## src/hw/tcsp_params.svh

```systemverilog
// timing and encoding constants for the type-c source protection controller
`ifndef TCSP_PARAMS_SVH
`define TCSP_PARAMS_SVH

`define TCSP_CLK_MHZ          125
// overcurrent report deglitch, in microseconds
`define TCSP_OC_DEGLITCH_US   8000
`define TCSP_OC_DEGLITCH_CYC  (`TCSP_OC_DEGLITCH_US * `TCSP_CLK_MHZ)
// soft-start ramp into short, in microseconds
`define TCSP_RAMP_US          100
`define TCSP_RAMP_CYC         (`TCSP_RAMP_US * `TCSP_CLK_MHZ)
// overload response window, in nanoseconds
`define TCSP_OL_RESP_NS       80
`define TCSP_OL_RESP_CYC      (`TCSP_OL_RESP_NS / 8)
// limit codes in tenths of an ampere
`define TCSP_LIM_1A7          8'h11
`define TCSP_LIM_3A4          8'h22
`define TCSP_LD_THR_1A95      8'h14

`endif

```

## src/hw/tcsp_pkg.sv

```systemverilog
// types for the type-c source protection controller
package tcsp_pkg;
  typedef enum logic [1:0] {
    TCSP_ADV_DEFAULT,
    TCSP_ADV_1A5,
    TCSP_ADV_3A0
  } tcsp_adv_e;

  typedef enum logic [2:0] {
    TCSP_ST_OFF,
    TCSP_ST_RAMP,
    TCSP_ST_NORMAL,
    TCSP_ST_LIMIT,
    TCSP_ST_THERM_OFF,
    TCSP_ST_SHUTDOWN
  } tcsp_state_e;
endpackage

```

## src/hw/tcsp_sync.sv

```systemverilog
// two-flop synchroniser for a bundle of asynchronous inputs
module tcsp_sync #(
  parameter int WIDTH = 1
) (
  // clocking
  input  wire logic             core_clk,
  input  wire logic             rst_n,
  input  wire logic             clk_en,
  // data
  input  wire logic [WIDTH-1:0] async_in,
  output logic      [WIDTH-1:0] sync_out
);
  logic [WIDTH-1:0] meta_reg;

  always_ff @(posedge core_clk)
  begin
    if (!rst_n)
    begin
      meta_reg <= '0;
      sync_out <= '0;
    end
    else if (clk_en)
    begin
      meta_reg <= async_in;
      sync_out <= meta_reg;
    end
  end
endmodule

```

## src/hw/tcsp_deglitch.sv

```systemverilog
// counter filter: output follows input only after it stays stable
module tcsp_deglitch #(
  parameter int CYCLES = 1000000
) (
  // clocking
  input  wire logic core_clk,
  input  wire logic rst_n,
  input  wire logic clk_en,
  // data
  input  wire logic raw_in,
  output logic      filt_out
);
  logic [$clog2(CYCLES+1)-1:0] cnt_reg;

  always_ff @(posedge core_clk)
  begin
    if (!rst_n)
    begin
      cnt_reg  <= '0;
      filt_out <= 1'b0;
    end
    else if (clk_en)
    begin
      if (raw_in == filt_out)
        cnt_reg <= '0;
      else if (cnt_reg == ($clog2(CYCLES+1))'(CYCLES - 1))
      begin
        cnt_reg  <= '0;
        filt_out <= raw_in;
      end
      else
        cnt_reg <= cnt_reg + 1'b1;
    end
  end
endmodule

```

## src/hw/tcsp_ctrl.sv

```systemverilog
// type-c source advertisement, protection and accessory detection control
// Functional notes
// - level/max selects pick default, 1.5A or 3A advertisement and 1.7A or 3.4A limit
// - load detect runs only at 3A advertisement, 1.95A threshold
// - overload holds constant-current regulation instead of switching off
// - enabling into a short ramps to short-circuit current and holds it
// - overload after full turn-on handled within the response window
// - in current limit, thermal trip turns off until 20C cooler, then retries
// - undervoltage lockout holds switch off; hysteresis comes from the comparator
// - alarm goes low on overcurrent or first thermal threshold
// - alarm stays low until the cause clears and normal operation resumes
// - overcurrent is deglitched before it reaches the alarm
// - first thermal threshold asserts alarm and disables the switch
// - second thermal threshold releases all flags and disables; retry after cooling
// - both CC lines at Ra flag a headset adapter
// - headset adapter detach watches CC2 only
// - both CC lines at Rd flag a test accessory
// - test accessory detach watches CC1 only
// - status flags are open-drain, active low, low or released
// - enable low opens both switches, releases flags, stops CC monitoring
// - load detect flag low while current exceeds 1.95A
`include "tcsp_params.svh"
module tcsp_ctrl
  import tcsp_pkg::*;
#(
  parameter int OC_DEGLITCH_CYC = `TCSP_OC_DEGLITCH_CYC,
  parameter int RAMP_CYC        = `TCSP_RAMP_CYC
) (
  // clocking
  input  wire logic       core_clk,
  input  wire logic       rst_n,
  input  wire logic       clk_en,
  // pins from outside the clock domain
  input  wire logic       dev_enable,
  input  wire logic       adv_level_select,
  input  wire logic       adv_max_select,
  input  wire logic       supply_ok,
  // analog comparator results
  input  wire logic       overcurrent_det,
  input  wire logic       load_over_thr,
  input  wire logic       temp_warn_threshold,
  input  wire logic       temp_kill_threshold,
  input  wire logic       temp_cooled,
  input  wire logic       cc1_is_ra,
  input  wire logic       cc1_is_rd,
  input  wire logic       cc2_is_ra,
  input  wire logic       cc2_is_rd,
  // attach results from the classification logic
  input  wire logic       ufp_attached,
  input  wire logic       ufp_flipped,
  // power path control
  output logic            charge_supply_on,
  output logic            cable_power_supply_on,
  output logic            current_limit_active,
  output logic            short_circuit_current,
  output logic [7:0]      selected_current_limit,
  output logic [7:0]      load_detect_threshold,
  output logic            load_detect_en,
  output logic [1:0]      cc_advertise,
  output logic            cc_monitor_en,
  output logic [2:0]      prot_state,
  // open-drain flags: low drives the pin low
  output logic            protection_alarm_n_o,
  output logic            protection_alarm_n_oe,
  output logic            heavy_draw_flag_n_o,
  output logic            heavy_draw_flag_n_oe,
  output logic            sink_present_n_o,
  output logic            sink_present_n_oe,
  output logic            flip_indicator_n_o,
  output logic            flip_indicator_n_oe,
  output logic            headset_adapter_flag_n_o,
  output logic            headset_adapter_flag_n_oe,
  output logic            test_accessory_flag_n_o,
  output logic            test_accessory_flag_n_oe
);
  localparam int NSYNC = 15;
  localparam int RW    = $clog2(RAMP_CYC + 1);

  typedef struct packed {
    tcsp_state_e      st;
    logic [RW-1:0]    ramp_cnt;
    logic             alarm;
    logic             headset;
    logic             testacc;
    logic             heavy;
    logic             sink;
    logic             flip;
    tcsp_adv_e        adv;
    logic             vbus_on;
    logic             vconn_on;
  } tcsp_ctrl_s;

  tcsp_ctrl_s state_reg;
  tcsp_ctrl_s state_next;

  logic [NSYNC-1:0] raw_vec;
  logic [NSYNC-1:0] sync_vec;
  logic en_s, lvl_s, max_s, uv_ok_s, oc_s, ld_s, warn_s, kill_s, cool_s;
  logic c1ra_s, c1rd_s, c2ra_s, c2rd_s, ufp_s, flip_s;
  logic oc_filt;

  assign raw_vec = {dev_enable, adv_level_select, adv_max_select, supply_ok, overcurrent_det,
                    load_over_thr, temp_warn_threshold, temp_kill_threshold, temp_cooled,
                    cc1_is_ra, cc1_is_rd, cc2_is_ra, cc2_is_rd, ufp_attached, ufp_flipped};

  // every pin and comparator through two flops
  tcsp_sync #(.WIDTH(NSYNC)) u_sync (
    .core_clk (core_clk),
    .rst_n    (rst_n),
    .clk_en   (clk_en),
    .async_in (raw_vec),
    .sync_out (sync_vec)
  );

  assign {en_s, lvl_s, max_s, uv_ok_s, oc_s, ld_s, warn_s, kill_s, cool_s,
          c1ra_s, c1rd_s, c2ra_s, c2rd_s, ufp_s, flip_s} = sync_vec;

  // transient current spikes must not reach the alarm
  tcsp_deglitch #(.CYCLES(OC_DEGLITCH_CYC)) u_oc_dg (
    .core_clk (core_clk),
    .rst_n    (rst_n),
    .clk_en   (clk_en),
    .raw_in   (oc_s),
    .filt_out (oc_filt)
  );

  function automatic tcsp_adv_e adv_decode(input logic lvl, input logic mx);
    if (!lvl)
      return TCSP_ADV_DEFAULT;
    else if (!mx)
      return TCSP_ADV_1A5;
    else
      return TCSP_ADV_3A0;
  endfunction

  function automatic logic [7:0] limit_of(input tcsp_adv_e a);
    return (a == TCSP_ADV_3A0) ? `TCSP_LIM_3A4 : `TCSP_LIM_1A7;
  endfunction

  logic powered;
  assign powered = en_s && uv_ok_s;

  always_comb
  begin
    state_next = state_reg;
    state_next.adv = adv_decode(lvl_s, max_s);
    unique case (state_reg.st)
      TCSP_ST_OFF:
      begin
        state_next.ramp_cnt = '0;
        if (powered)
          state_next.st = TCSP_ST_RAMP;
      end
      TCSP_ST_RAMP:
      begin
        // enabled into a short: climb to the fold-back level, then regulate
        if (state_reg.ramp_cnt == RW'(RAMP_CYC - 1))
          state_next.st = oc_s ? TCSP_ST_LIMIT : TCSP_ST_NORMAL;
        else
          state_next.ramp_cnt = state_reg.ramp_cnt + 1'b1;
      end
      TCSP_ST_NORMAL:
        if (oc_s)
          state_next.st = TCSP_ST_LIMIT;
      TCSP_ST_LIMIT:
        if (warn_s)
          state_next.st = TCSP_ST_THERM_OFF;
        else if (!oc_s)
          state_next.st = TCSP_ST_NORMAL;
      TCSP_ST_THERM_OFF:
        if (cool_s && !warn_s)
          state_next.st = TCSP_ST_RAMP;
      TCSP_ST_SHUTDOWN:
        if (cool_s && !kill_s)
          state_next.st = TCSP_ST_OFF;
    endcase
    // warn outside current limit still disables the switch
    // judged on the next state so a start-up or new overload under warn cannot close the switch
    if (warn_s && (state_next.st == TCSP_ST_NORMAL || state_next.st == TCSP_ST_RAMP
                   || state_next.st == TCSP_ST_LIMIT))
      state_next.st = TCSP_ST_THERM_OFF;
    if (kill_s)
      state_next.st = TCSP_ST_SHUTDOWN;
    else if (!powered)
      state_next.st = TCSP_ST_OFF;
    if (state_next.st == TCSP_ST_RAMP && state_reg.st != TCSP_ST_RAMP)
      state_next.ramp_cnt = '0;

    state_next.vbus_on  = ufp_s && (state_next.st == TCSP_ST_RAMP || state_next.st == TCSP_ST_NORMAL
                                    || state_next.st == TCSP_ST_LIMIT);
    state_next.vconn_on = state_next.vbus_on && ((c1rd_s && c2ra_s) || (c1ra_s && c2rd_s));

    // alarm stays until cause gone and back in normal
    if (oc_filt || warn_s)
      state_next.alarm = 1'b1;
    else if (state_next.st == TCSP_ST_NORMAL)
      state_next.alarm = 1'b0;

    state_next.heavy = (state_next.adv == TCSP_ADV_3A0) && ld_s && state_next.vbus_on;

    // attach on both lines, detach on one line only
    if (c1ra_s && c2ra_s)
      state_next.headset = 1'b1;
    else if (!c2ra_s)
      state_next.headset = 1'b0;
    if (c1rd_s && c2rd_s)
      state_next.testacc = 1'b1;
    else if (!c1rd_s)
      state_next.testacc = 1'b0;
    state_next.sink = ufp_s && !(c1rd_s && c2rd_s);
    state_next.flip = state_next.sink && flip_s;

    // monitoring is off while disabled or shut down
    if (state_next.st == TCSP_ST_OFF || state_next.st == TCSP_ST_SHUTDOWN)
    begin
      state_next.headset = 1'b0;
      state_next.testacc = 1'b0;
      state_next.sink    = 1'b0;
      state_next.flip    = 1'b0;
      state_next.heavy   = 1'b0;
      state_next.alarm   = 1'b0;
    end
  end

  always_ff @(posedge core_clk)
  begin
    if (!rst_n)
    begin
      state_reg     <= '0;
      state_reg.st  <= TCSP_ST_OFF;
      state_reg.adv <= TCSP_ADV_DEFAULT;
    end
    else if (clk_en)
      state_reg <= state_next;
  end

  assign charge_supply_on       = state_reg.vbus_on;
  assign cable_power_supply_on  = state_reg.vconn_on;
  assign current_limit_active   = state_reg.st == TCSP_ST_LIMIT;
  assign short_circuit_current  = state_reg.st == TCSP_ST_LIMIT || state_reg.st == TCSP_ST_RAMP;
  assign selected_current_limit = limit_of(state_reg.adv);
  assign load_detect_en         = state_reg.adv == TCSP_ADV_3A0;
  assign load_detect_threshold  = load_detect_en ? `TCSP_LD_THR_1A95 : 8'h00;
  assign cc_advertise           = state_reg.adv;
  assign cc_monitor_en          = state_reg.st != TCSP_ST_OFF && state_reg.st != TCSP_ST_SHUTDOWN;
  assign prot_state             = state_reg.st;

  // open drain: data always low, enable carries the flag
  assign protection_alarm_n_o      = 1'b0;
  assign protection_alarm_n_oe     = state_reg.alarm;
  assign heavy_draw_flag_n_o       = 1'b0;
  assign heavy_draw_flag_n_oe      = state_reg.heavy;
  assign sink_present_n_o          = 1'b0;
  assign sink_present_n_oe         = state_reg.sink;
  assign flip_indicator_n_o        = 1'b0;
  assign flip_indicator_n_oe       = state_reg.flip;
  assign headset_adapter_flag_n_o  = 1'b0;
  assign headset_adapter_flag_n_oe = state_reg.headset;
  assign test_accessory_flag_n_o   = 1'b0;
  assign test_accessory_flag_n_oe  = state_reg.testacc;

  a_kill_releases: assert property (@(posedge core_clk) disable iff (!rst_n)
    clk_en && kill_s |=> state_reg.st == TCSP_ST_SHUTDOWN && !protection_alarm_n_oe && !sink_present_n_oe)
    else $error("shutdown did not release flags");
  a_disable_off: assert property (@(posedge core_clk) disable iff (!rst_n)
    clk_en && !en_s |=> !charge_supply_on && !cable_power_supply_on && !headset_adapter_flag_n_oe)
    else $error("disable did not open switches");
  a_warn_alarm: assert property (@(posedge core_clk) disable iff (!rst_n)
    clk_en && warn_s && !kill_s && powered && state_reg.st != TCSP_ST_SHUTDOWN
    |=> protection_alarm_n_oe && !charge_supply_on)
    else $error("warn threshold did not alarm");
  a_limit_map: assert property (@(posedge core_clk) disable iff (!rst_n)
    clk_en && lvl_s && max_s |=> selected_current_limit == `TCSP_LIM_3A4)
    else $error("3A limit not selected");
  a_heavy_only3a: assert property (@(posedge core_clk) disable iff (!rst_n)
    heavy_draw_flag_n_oe |-> load_detect_en)
    else $error("load detect outside 3A");
  a_headset_det: assert property (@(posedge core_clk) disable iff (!rst_n)
    clk_en && c1ra_s && c2ra_s && cc_monitor_en && powered && !kill_s |=> headset_adapter_flag_n_oe)
    else $error("headset adapter missed");
  a_headset_cc2: assert property (@(posedge core_clk) disable iff (!rst_n)
    clk_en && headset_adapter_flag_n_oe && c2ra_s && powered && !kill_s |=> headset_adapter_flag_n_oe)
    else $error("headset dropped while CC2 Ra");
  a_testacc_cc1: assert property (@(posedge core_clk) disable iff (!rst_n)
    clk_en && test_accessory_flag_n_oe && !c1rd_s |=> !test_accessory_flag_n_oe)
    else $error("test accessory held after CC1 detach");
  a_limit_hold: assert property (@(posedge core_clk) disable iff (!rst_n)
    clk_en && state_reg.st == TCSP_ST_LIMIT && oc_s && !warn_s && !kill_s && powered
    |=> state_reg.st == TCSP_ST_LIMIT)
    else $error("limit left during overload");
  a_overload_resp: assert property (@(posedge core_clk) disable iff (!rst_n)
    clk_en && state_reg.st == TCSP_ST_NORMAL && oc_s && !warn_s && !kill_s && powered
    |=> state_reg.st == TCSP_ST_LIMIT)
    else $error("overload not limited on next cycle");
endmodule

```

## config.mk

```make
export PLATFORM = sky130hd
export DESIGN_NAME = tcsp_ctrl
export DESIGN_NICKNAME = d
export VERILOG_FILES = /design/src/hw/tcsp_pkg.sv /design/src/hw/tcsp_sync.sv /design/src/hw/tcsp_deglitch.sv /design/src/hw/tcsp_ctrl.sv
export VERILOG_INCLUDE_DIRS = /design/src /design/src/hw
export SDC_FILE = /design/constraint.sdc
export NUM_CORES = 1
export LEC_CHECK = 0
export BUFFER_PORTS_ARGS = -buffer_cell sky130_fd_sc_hd__clkbuf_2
export CORE_AREA = 2 2 84 86
export CTS_CLUSTER_DIAMETER = 150
export DETAILED_ROUTE_END_ITERATION = 12
export DIE_AREA = 0 0 86 88
export PLACE_DENSITY_LB_ADDON = 0.1
export SETUP_SLACK_MARGIN = 0.05
export SYNTH_ARGS = -nofsm -noshare
export SYNTH_HDL_FRONTEND = slang
export SYNTH_SLANG_ARGS = --single-unit
```

## constraint.sdc

```tcl
create_clock -name core_clk -period 3.5 [get_ports core_clk]
set_input_delay 0.175 -clock core_clk [delete_from_list [all_inputs] [get_ports core_clk]]
set_output_delay 0.175 -clock core_clk [all_outputs]
set_load 0.1 [all_outputs]
```

* Yosys cells after proc, flatten, opt, wreduce, memory -nomap -nowiden
Index checks and enable logic that the tools add are counted.
Operators by class: add/subtract/negate cells 2, equality and inequality tests 22, mux-type cells 28, bitwise operators 1, reductions and logical operators 37
Operator list (count):
- two-way mux 20 bit | 2
- two-way mux 3 bit | 10
- two-way mux 14 bit | 2
- case mux 14 bit (2 select lines) | 1
- adder 20 x 1 -> 20 bit, second input constant | 1
- == test 20 bit, second input constant | 1
- == test 3 x 2 -> 1 bit, second input constant | 6
- case mux 3 bit (6 select lines) | 1
- logical AND 1 bit | 16
- adder 14 x 1 -> 14 bit, second input constant | 1
- == test 14 bit, second input constant | 1
- two-way mux 6 bit | 2
- inequality test 3 bit, second input constant | 4
- == test 3 x 1 -> 1 bit, second input constant | 3
- == test 3 bit, second input constant | 3
- nonzero test 3 bit | 3
- logical OR 1 bit | 8
- two-way mux 1 bit | 7
- zero test 3 bit | 2
- AND reduction 2 bit | 3
- AND reduction 3 bit | 2
- two-way mux 5 bit | 1
- == test 2 bit, second input constant | 2
- two-way mux 2 bit | 2
- 4 further kinds | 6
Storage, ports and cells: bits in registers 78, output and inout port bits 39, word-level logic and storage cells 105

* Logic depth before layout (Yosys ltp)
depth after elaboration 17, depth in mapped cells 9, gate-level depth less buffers 7

* Modules after synthesis
From an unflattened synthesis, not the netlist that was laid out.
Unflattened totals: cells, all modules 470, area, all modules 4244.1 µm²
Modules (own cells, without submodules):
- tcsp_ctrl | instances 1, cells an instance 236, area each 1924.3 µm², sequential area each 540.5 µm²
- tcsp_sync | instances 1, cells an instance 97, area each 1171.1 µm², sequential area each 600.6 µm²
- tcsp_deglitch | instances 1, cells an instance 137, area each 1148.6 µm², sequential area each 420.4 µm²

* Least setup slack after synthesis
Ideal clock, no wire load.
path kind register to register, start reg state_reg (netlist bit prot_state[0]), end reg state_reg (netlist bit protection_alarm_n_oe), setup time 86 ps, data arrival time 3104 ps, required time 3414 ps, slack 310 ps, cell stages (with the launch flop) 7, path buffers 0, cell sequence dfxtp_1 > nor2b_1 > and2_1 > a221oi_1 > or4_1 > and3_4 > a221oi_2
Between the ends: word-level cells in the longest chain between the ends 14
Ends and longest elaborated chain:
- start: declaration | RTL line tcsp_ctrl.sv:93 | tcsp_ctrl_s state_reg;
- start signal: assignment | RTL line tcsp_ctrl.sv:234 | state_reg <= state_next;
- two-way mux 3 bit | RTL line tcsp_ctrl.sv:168 | else if (!oc_s)
- two-way mux 3 bit | RTL line tcsp_ctrl.sv:166 | if (warn_s)
- case mux 3 bit (6 select lines) (*) | RTL line tcsp_ctrl.sv:147 | unique case (state_reg.st)
- == test 3 x 2 -> 1 bit / == test 3 x 1 -> 1 bit (equally long branches) | RTL line tcsp_ctrl.sv:179 | if (warn_s && (state_next.st == TCSP_ST_NORMAL || state_next.st == TCSP_ST_RAMP
- logical OR 1 bit | RTL line tcsp_ctrl.sv:179
- logical OR 1 bit | RTL line tcsp_ctrl.sv:180 | || state_next.st == TCSP_ST_LIMIT))
- logical AND 1 bit | RTL line tcsp_ctrl.sv:179
- two-way mux 3 bit (*) | RTL line tcsp_ctrl.sv:179
- two-way mux 3 bit (*) | RTL line tcsp_ctrl.sv:184 | else if (!powered)
- two-way mux 3 bit (*) | RTL line tcsp_ctrl.sv:182 | if (kill_s)
- == test 3 bit / zero test 3 bit (equally long branches) | RTL line tcsp_ctrl.sv:214 | if (state_next.st == TCSP_ST_OFF || state_next.st == TCSP_ST_SHUTDOWN)
- logical OR 1 bit | RTL line tcsp_ctrl.sv:214
- nonzero test 3 bit (no line)
- AND reduction 2 bit (no line)
Mark *: on every way between the ends. The rest lies on a longest branch, timed or not. A chain may end at the register's enable or synchronous reset.

* Worst setup path after layout
start reg state_reg[10] in the netlist's numbering, end reg state_reg[20] in the netlist's numbering
Between the ends: word-level cells in the longest chain between the ends 14
Ends and longest elaborated chain:
- == test 14 bit | RTL line tcsp_ctrl.sv:157 | if (state_reg.ramp_cnt == RW'(RAMP_CYC - 1))
- two-way mux 3 bit | RTL line tcsp_ctrl.sv:157
- case mux 3 bit (6 select lines) | RTL line tcsp_ctrl.sv:147
- == test 3 x 2 -> 1 bit / == test 3 x 1 -> 1 bit (equally long branches) | RTL line tcsp_ctrl.sv:179
- logical OR 1 bit | RTL line tcsp_ctrl.sv:179
- logical OR 1 bit | RTL line tcsp_ctrl.sv:180
- logical AND 1 bit | RTL line tcsp_ctrl.sv:179
- two-way mux 3 bit | RTL line tcsp_ctrl.sv:179
- two-way mux 3 bit | RTL line tcsp_ctrl.sv:184
- two-way mux 3 bit | RTL line tcsp_ctrl.sv:182
- == test 3 x 1 -> 1 bit | RTL line tcsp_ctrl.sv:186 | if (state_next.st == TCSP_ST_RAMP && state_reg.st != TCSP_ST_RAMP)
- logical AND 1 bit | RTL line tcsp_ctrl.sv:186
- inequality test 3 bit (no line) / nonzero test 3 bit (equally long branches)
- AND reduction 3 bit (no line)
Several ways; a longest one is shown, not always the timed one. The select of a mux whose other input is x is not followed.

==> run_results.csv <==
group,metric,value,unit
synth,async_flop_share,0,
grt,grt_overflow,0,
floorplanning,start_util,0.6013,
placement,place_congestion,0.8311,
final_layout,final_area,4273,µm²
placement,io_buffers,40,
timing,min_period,2612,ps
drt,avgViaCountPerCell,5.814,
timing,timing.setup.tns,0,ps
run_status,outcome,"complete, no violations",
drt,drt_iter0_drc,143,
synth,netlist_top_cells_count,"78 x dfxtp_1, 61 x nor2_1, 32 x a21oi_1, 32 x mux2i_1, 31 x o21ai_0",
clocking,clockRootBuffer,"clkbuf_8",
floorplanning,die_area,7568,µm²
synth,synth_top_family_by_area,"simple AND/OR/NAND/NOR gates",
final_layout,diodes,0,
clocking,cts_setup_buffers,0,
timing,hold_slack,61.58,ps
final_layout,fin_util,0.6431,
floorplanning,rows,30,
run,drv_cap,0,
synth,synth_top_area_cell,"dfxtp_1",
synth,synthDistinctLibCells,62,
timing,fmax,382.9,MHz
placement,dp_slack,946.3,ps
critical_path,start_kind,"flop",
synth,synth_top_area_share,0.3909,
grt,grt_pass1_vias,2959,
synth,synthMuxAreaShare,0.08018,
floorplanning,num_io_pins,57,
critical_path,cp.required,3770,ps
final_layout,nets,516,
pwr,power_density,428.2,nW/µm²
floorplanning,fp.coreArea,6644,µm²
synth,yosys.area_share.simple,0.2437,
synth,synth_compound_area_frac,0.1863,
synth,synth_flop_cell,"dfxtp_1",
synth,yosysSeqAreaShare,0.3909,
critical_path,worstSetupPathType,"reg -> reg",
grt,antenna_found_initial,0,
timing,final.setup.worst_slack,888.4,ps
synth,synth_adder_area_share,0.006264,
grt,grtUsageTotal,0.2217,
synth,yosys.area_share.xor_xnor,0.004385,
clocking,ctsHoldBuffers,0,
floorplanning,die_w,86,µm
timing,fin_crit_sh,0.7462,
critical_path,path_max_fanout,10,
final_layout,syn_to_final_growth,6.953,%
synth,synth_seq_cells,78,
timing,slew_violations,0,
clocking,cts_resized,0,
critical_path,worst_ep_arrival_time,2880,ps
placement,place_area,4074,µm²
clocking,cts.sinks,78,
grt,grt_pass1_wl,13.54,mm
placement,place_hpwl,5.714,mm
synth,synth_edf_count,0,
hold_path,hold_class,"in -> reg",
final_layout,layout-drive-gt1-share,0.1457,
timing,rsz0062_at_grt,"no",
drt,vias,3378,
drt,drt-pass1-iter-count,4,
timing,maxSlewHeadroom,0.4818,
synth,yosys_warnings,0,
placement,place_inst,565,
pwr,power,1.829,mW
clocking,cts_tree,"built",
clocking,htreeDepth,3,
synth,synth_area,3995,µm²
pwr,power.leakage,1.701,nW
synth,synth_most_common_cell,"dfxtp_1",
clocking,cts_buffers,9,
clocking,clkTransAtPathRegs,80,ps
drt,drc,0,
timing,tightestPinTransition,776.4,ps
drt,ant_nets,0,
drt,finalWirelength,8.237,mm
synth,ys_top_cells_by_area,"dfxtp_1 39%, mux2i_1 8.0%, nor2_1 5.7%, buf_4 4.9%, a21oi_1 4.0%",
drt,avgRoutedWirePerCell,14.18,µm
grt,grt_max_degree,46,
clocking,cts_buffer_depth,2,
critical_path,cp-end-kind,"flop",
timing,finalHoldViolations,0,
clocking,clk_latency,350,ps
synth,synth.avg_cell_area,8.323,µm²
final_layout,largest_reg_flops,20,
synth,synth_cells,480,
pwr,ir_worst_vdd,0.4063,mV
floorplanning,dieHeight,88,µm
timing,fin_skew,12.08,ps
timing,setup_violations,0,
final_layout,layoutNonFillerInstCount,581,
-- cell families after synthesis --
| kind of cell | count (synthesis) |
|---|---|
| compound gates | 113 |
| xor+xnor | 2 |
| other cells | 1 |
| buf+inv | 64 |
| simple gates | 188 |
| mux | 32 |
| flops | 78 |
| fa+ha+maj | 2 |
-- worst max-delay path, cell delays in order (launching register included) --
cell	delay, ps
dfxtp_1	380
ha_1	220
and4bb_1	220
nand4_1	140
a211o_1	410
a31oi_1	530
o21ai_0	420
a21oi_1	220
-- power by group --
| group | leakage [nW] | total [mW] | internal, mW | switching (mW) |
|---|---|---|---|---|
| Clock | 0.0931 | 0.678 | 0.335 | 0.344 |
| Combinational | 0.975 | 0.227 | 0.0498 | 0.177 |
| Sequential | 0.633 | 0.924 | 0.906 | 0.0182 |
-- layer usage --
layer | wire length [µm] | part of all wire | GRT usage
met2 | 3907 | 0.47 | 0.3658
met4 | 49 | 0.0059 | 0.04329
met3 | 335 | 0.041 | 0.06598
met5 | 0 | 0 | 0
met1 | 3945 | 0.48 | 0.2908
-- path summary, 6_finish.rpt --
kind	start	to	slack, ps	cells past startpoint
worst min register to register	sink_present_n_oe	sink_present_n_oe	470	2
worst min-delay path	adv_max_select	u_sync.meta_reg[12]	60	3
worst max-delay path	state_reg[10]	state_reg[20]	890	7
worst max register to register	state_reg[10]	state_reg[20]	890	7
-- area by class of cell --
type                    count  area (µm²)
flip-flops and latches     78        1562
clock buffers              10       127.6
fillers                   598        2371
multi-input cells         353        2141
clock inverters             6       71.32
inverters                   9       33.78
well taps                  80       100.1
repair buffers             45       237.7
-- cells in the final DEF, fill, tap and decap left out, types with 4 or more instances in the layout --
cell type  Yosys  final
buf_4         26      5
dfxtp_1       78     78
clkbuf_2       0     39
o21ai_0       31     31
inv_1          9      9
nand2b_1       6      6
or3_1          7      7
nor2b_1        8      8
nor3_1        10     10
conb_1         1     16
and3_1        11     11
mux2i_1       32     32
o211ai_1       7      7
nor4_1         6      6
o31ai_1        4      4
a31oi_1        8      8
and2_1         5      5
clkbuf_8       0      9
nor2_1        61     61
a21oi_1       32     32
nand2_1       29     29
nand3_1       15     15
nand4_1        8      8
Power figures use the tool's default switching activity.
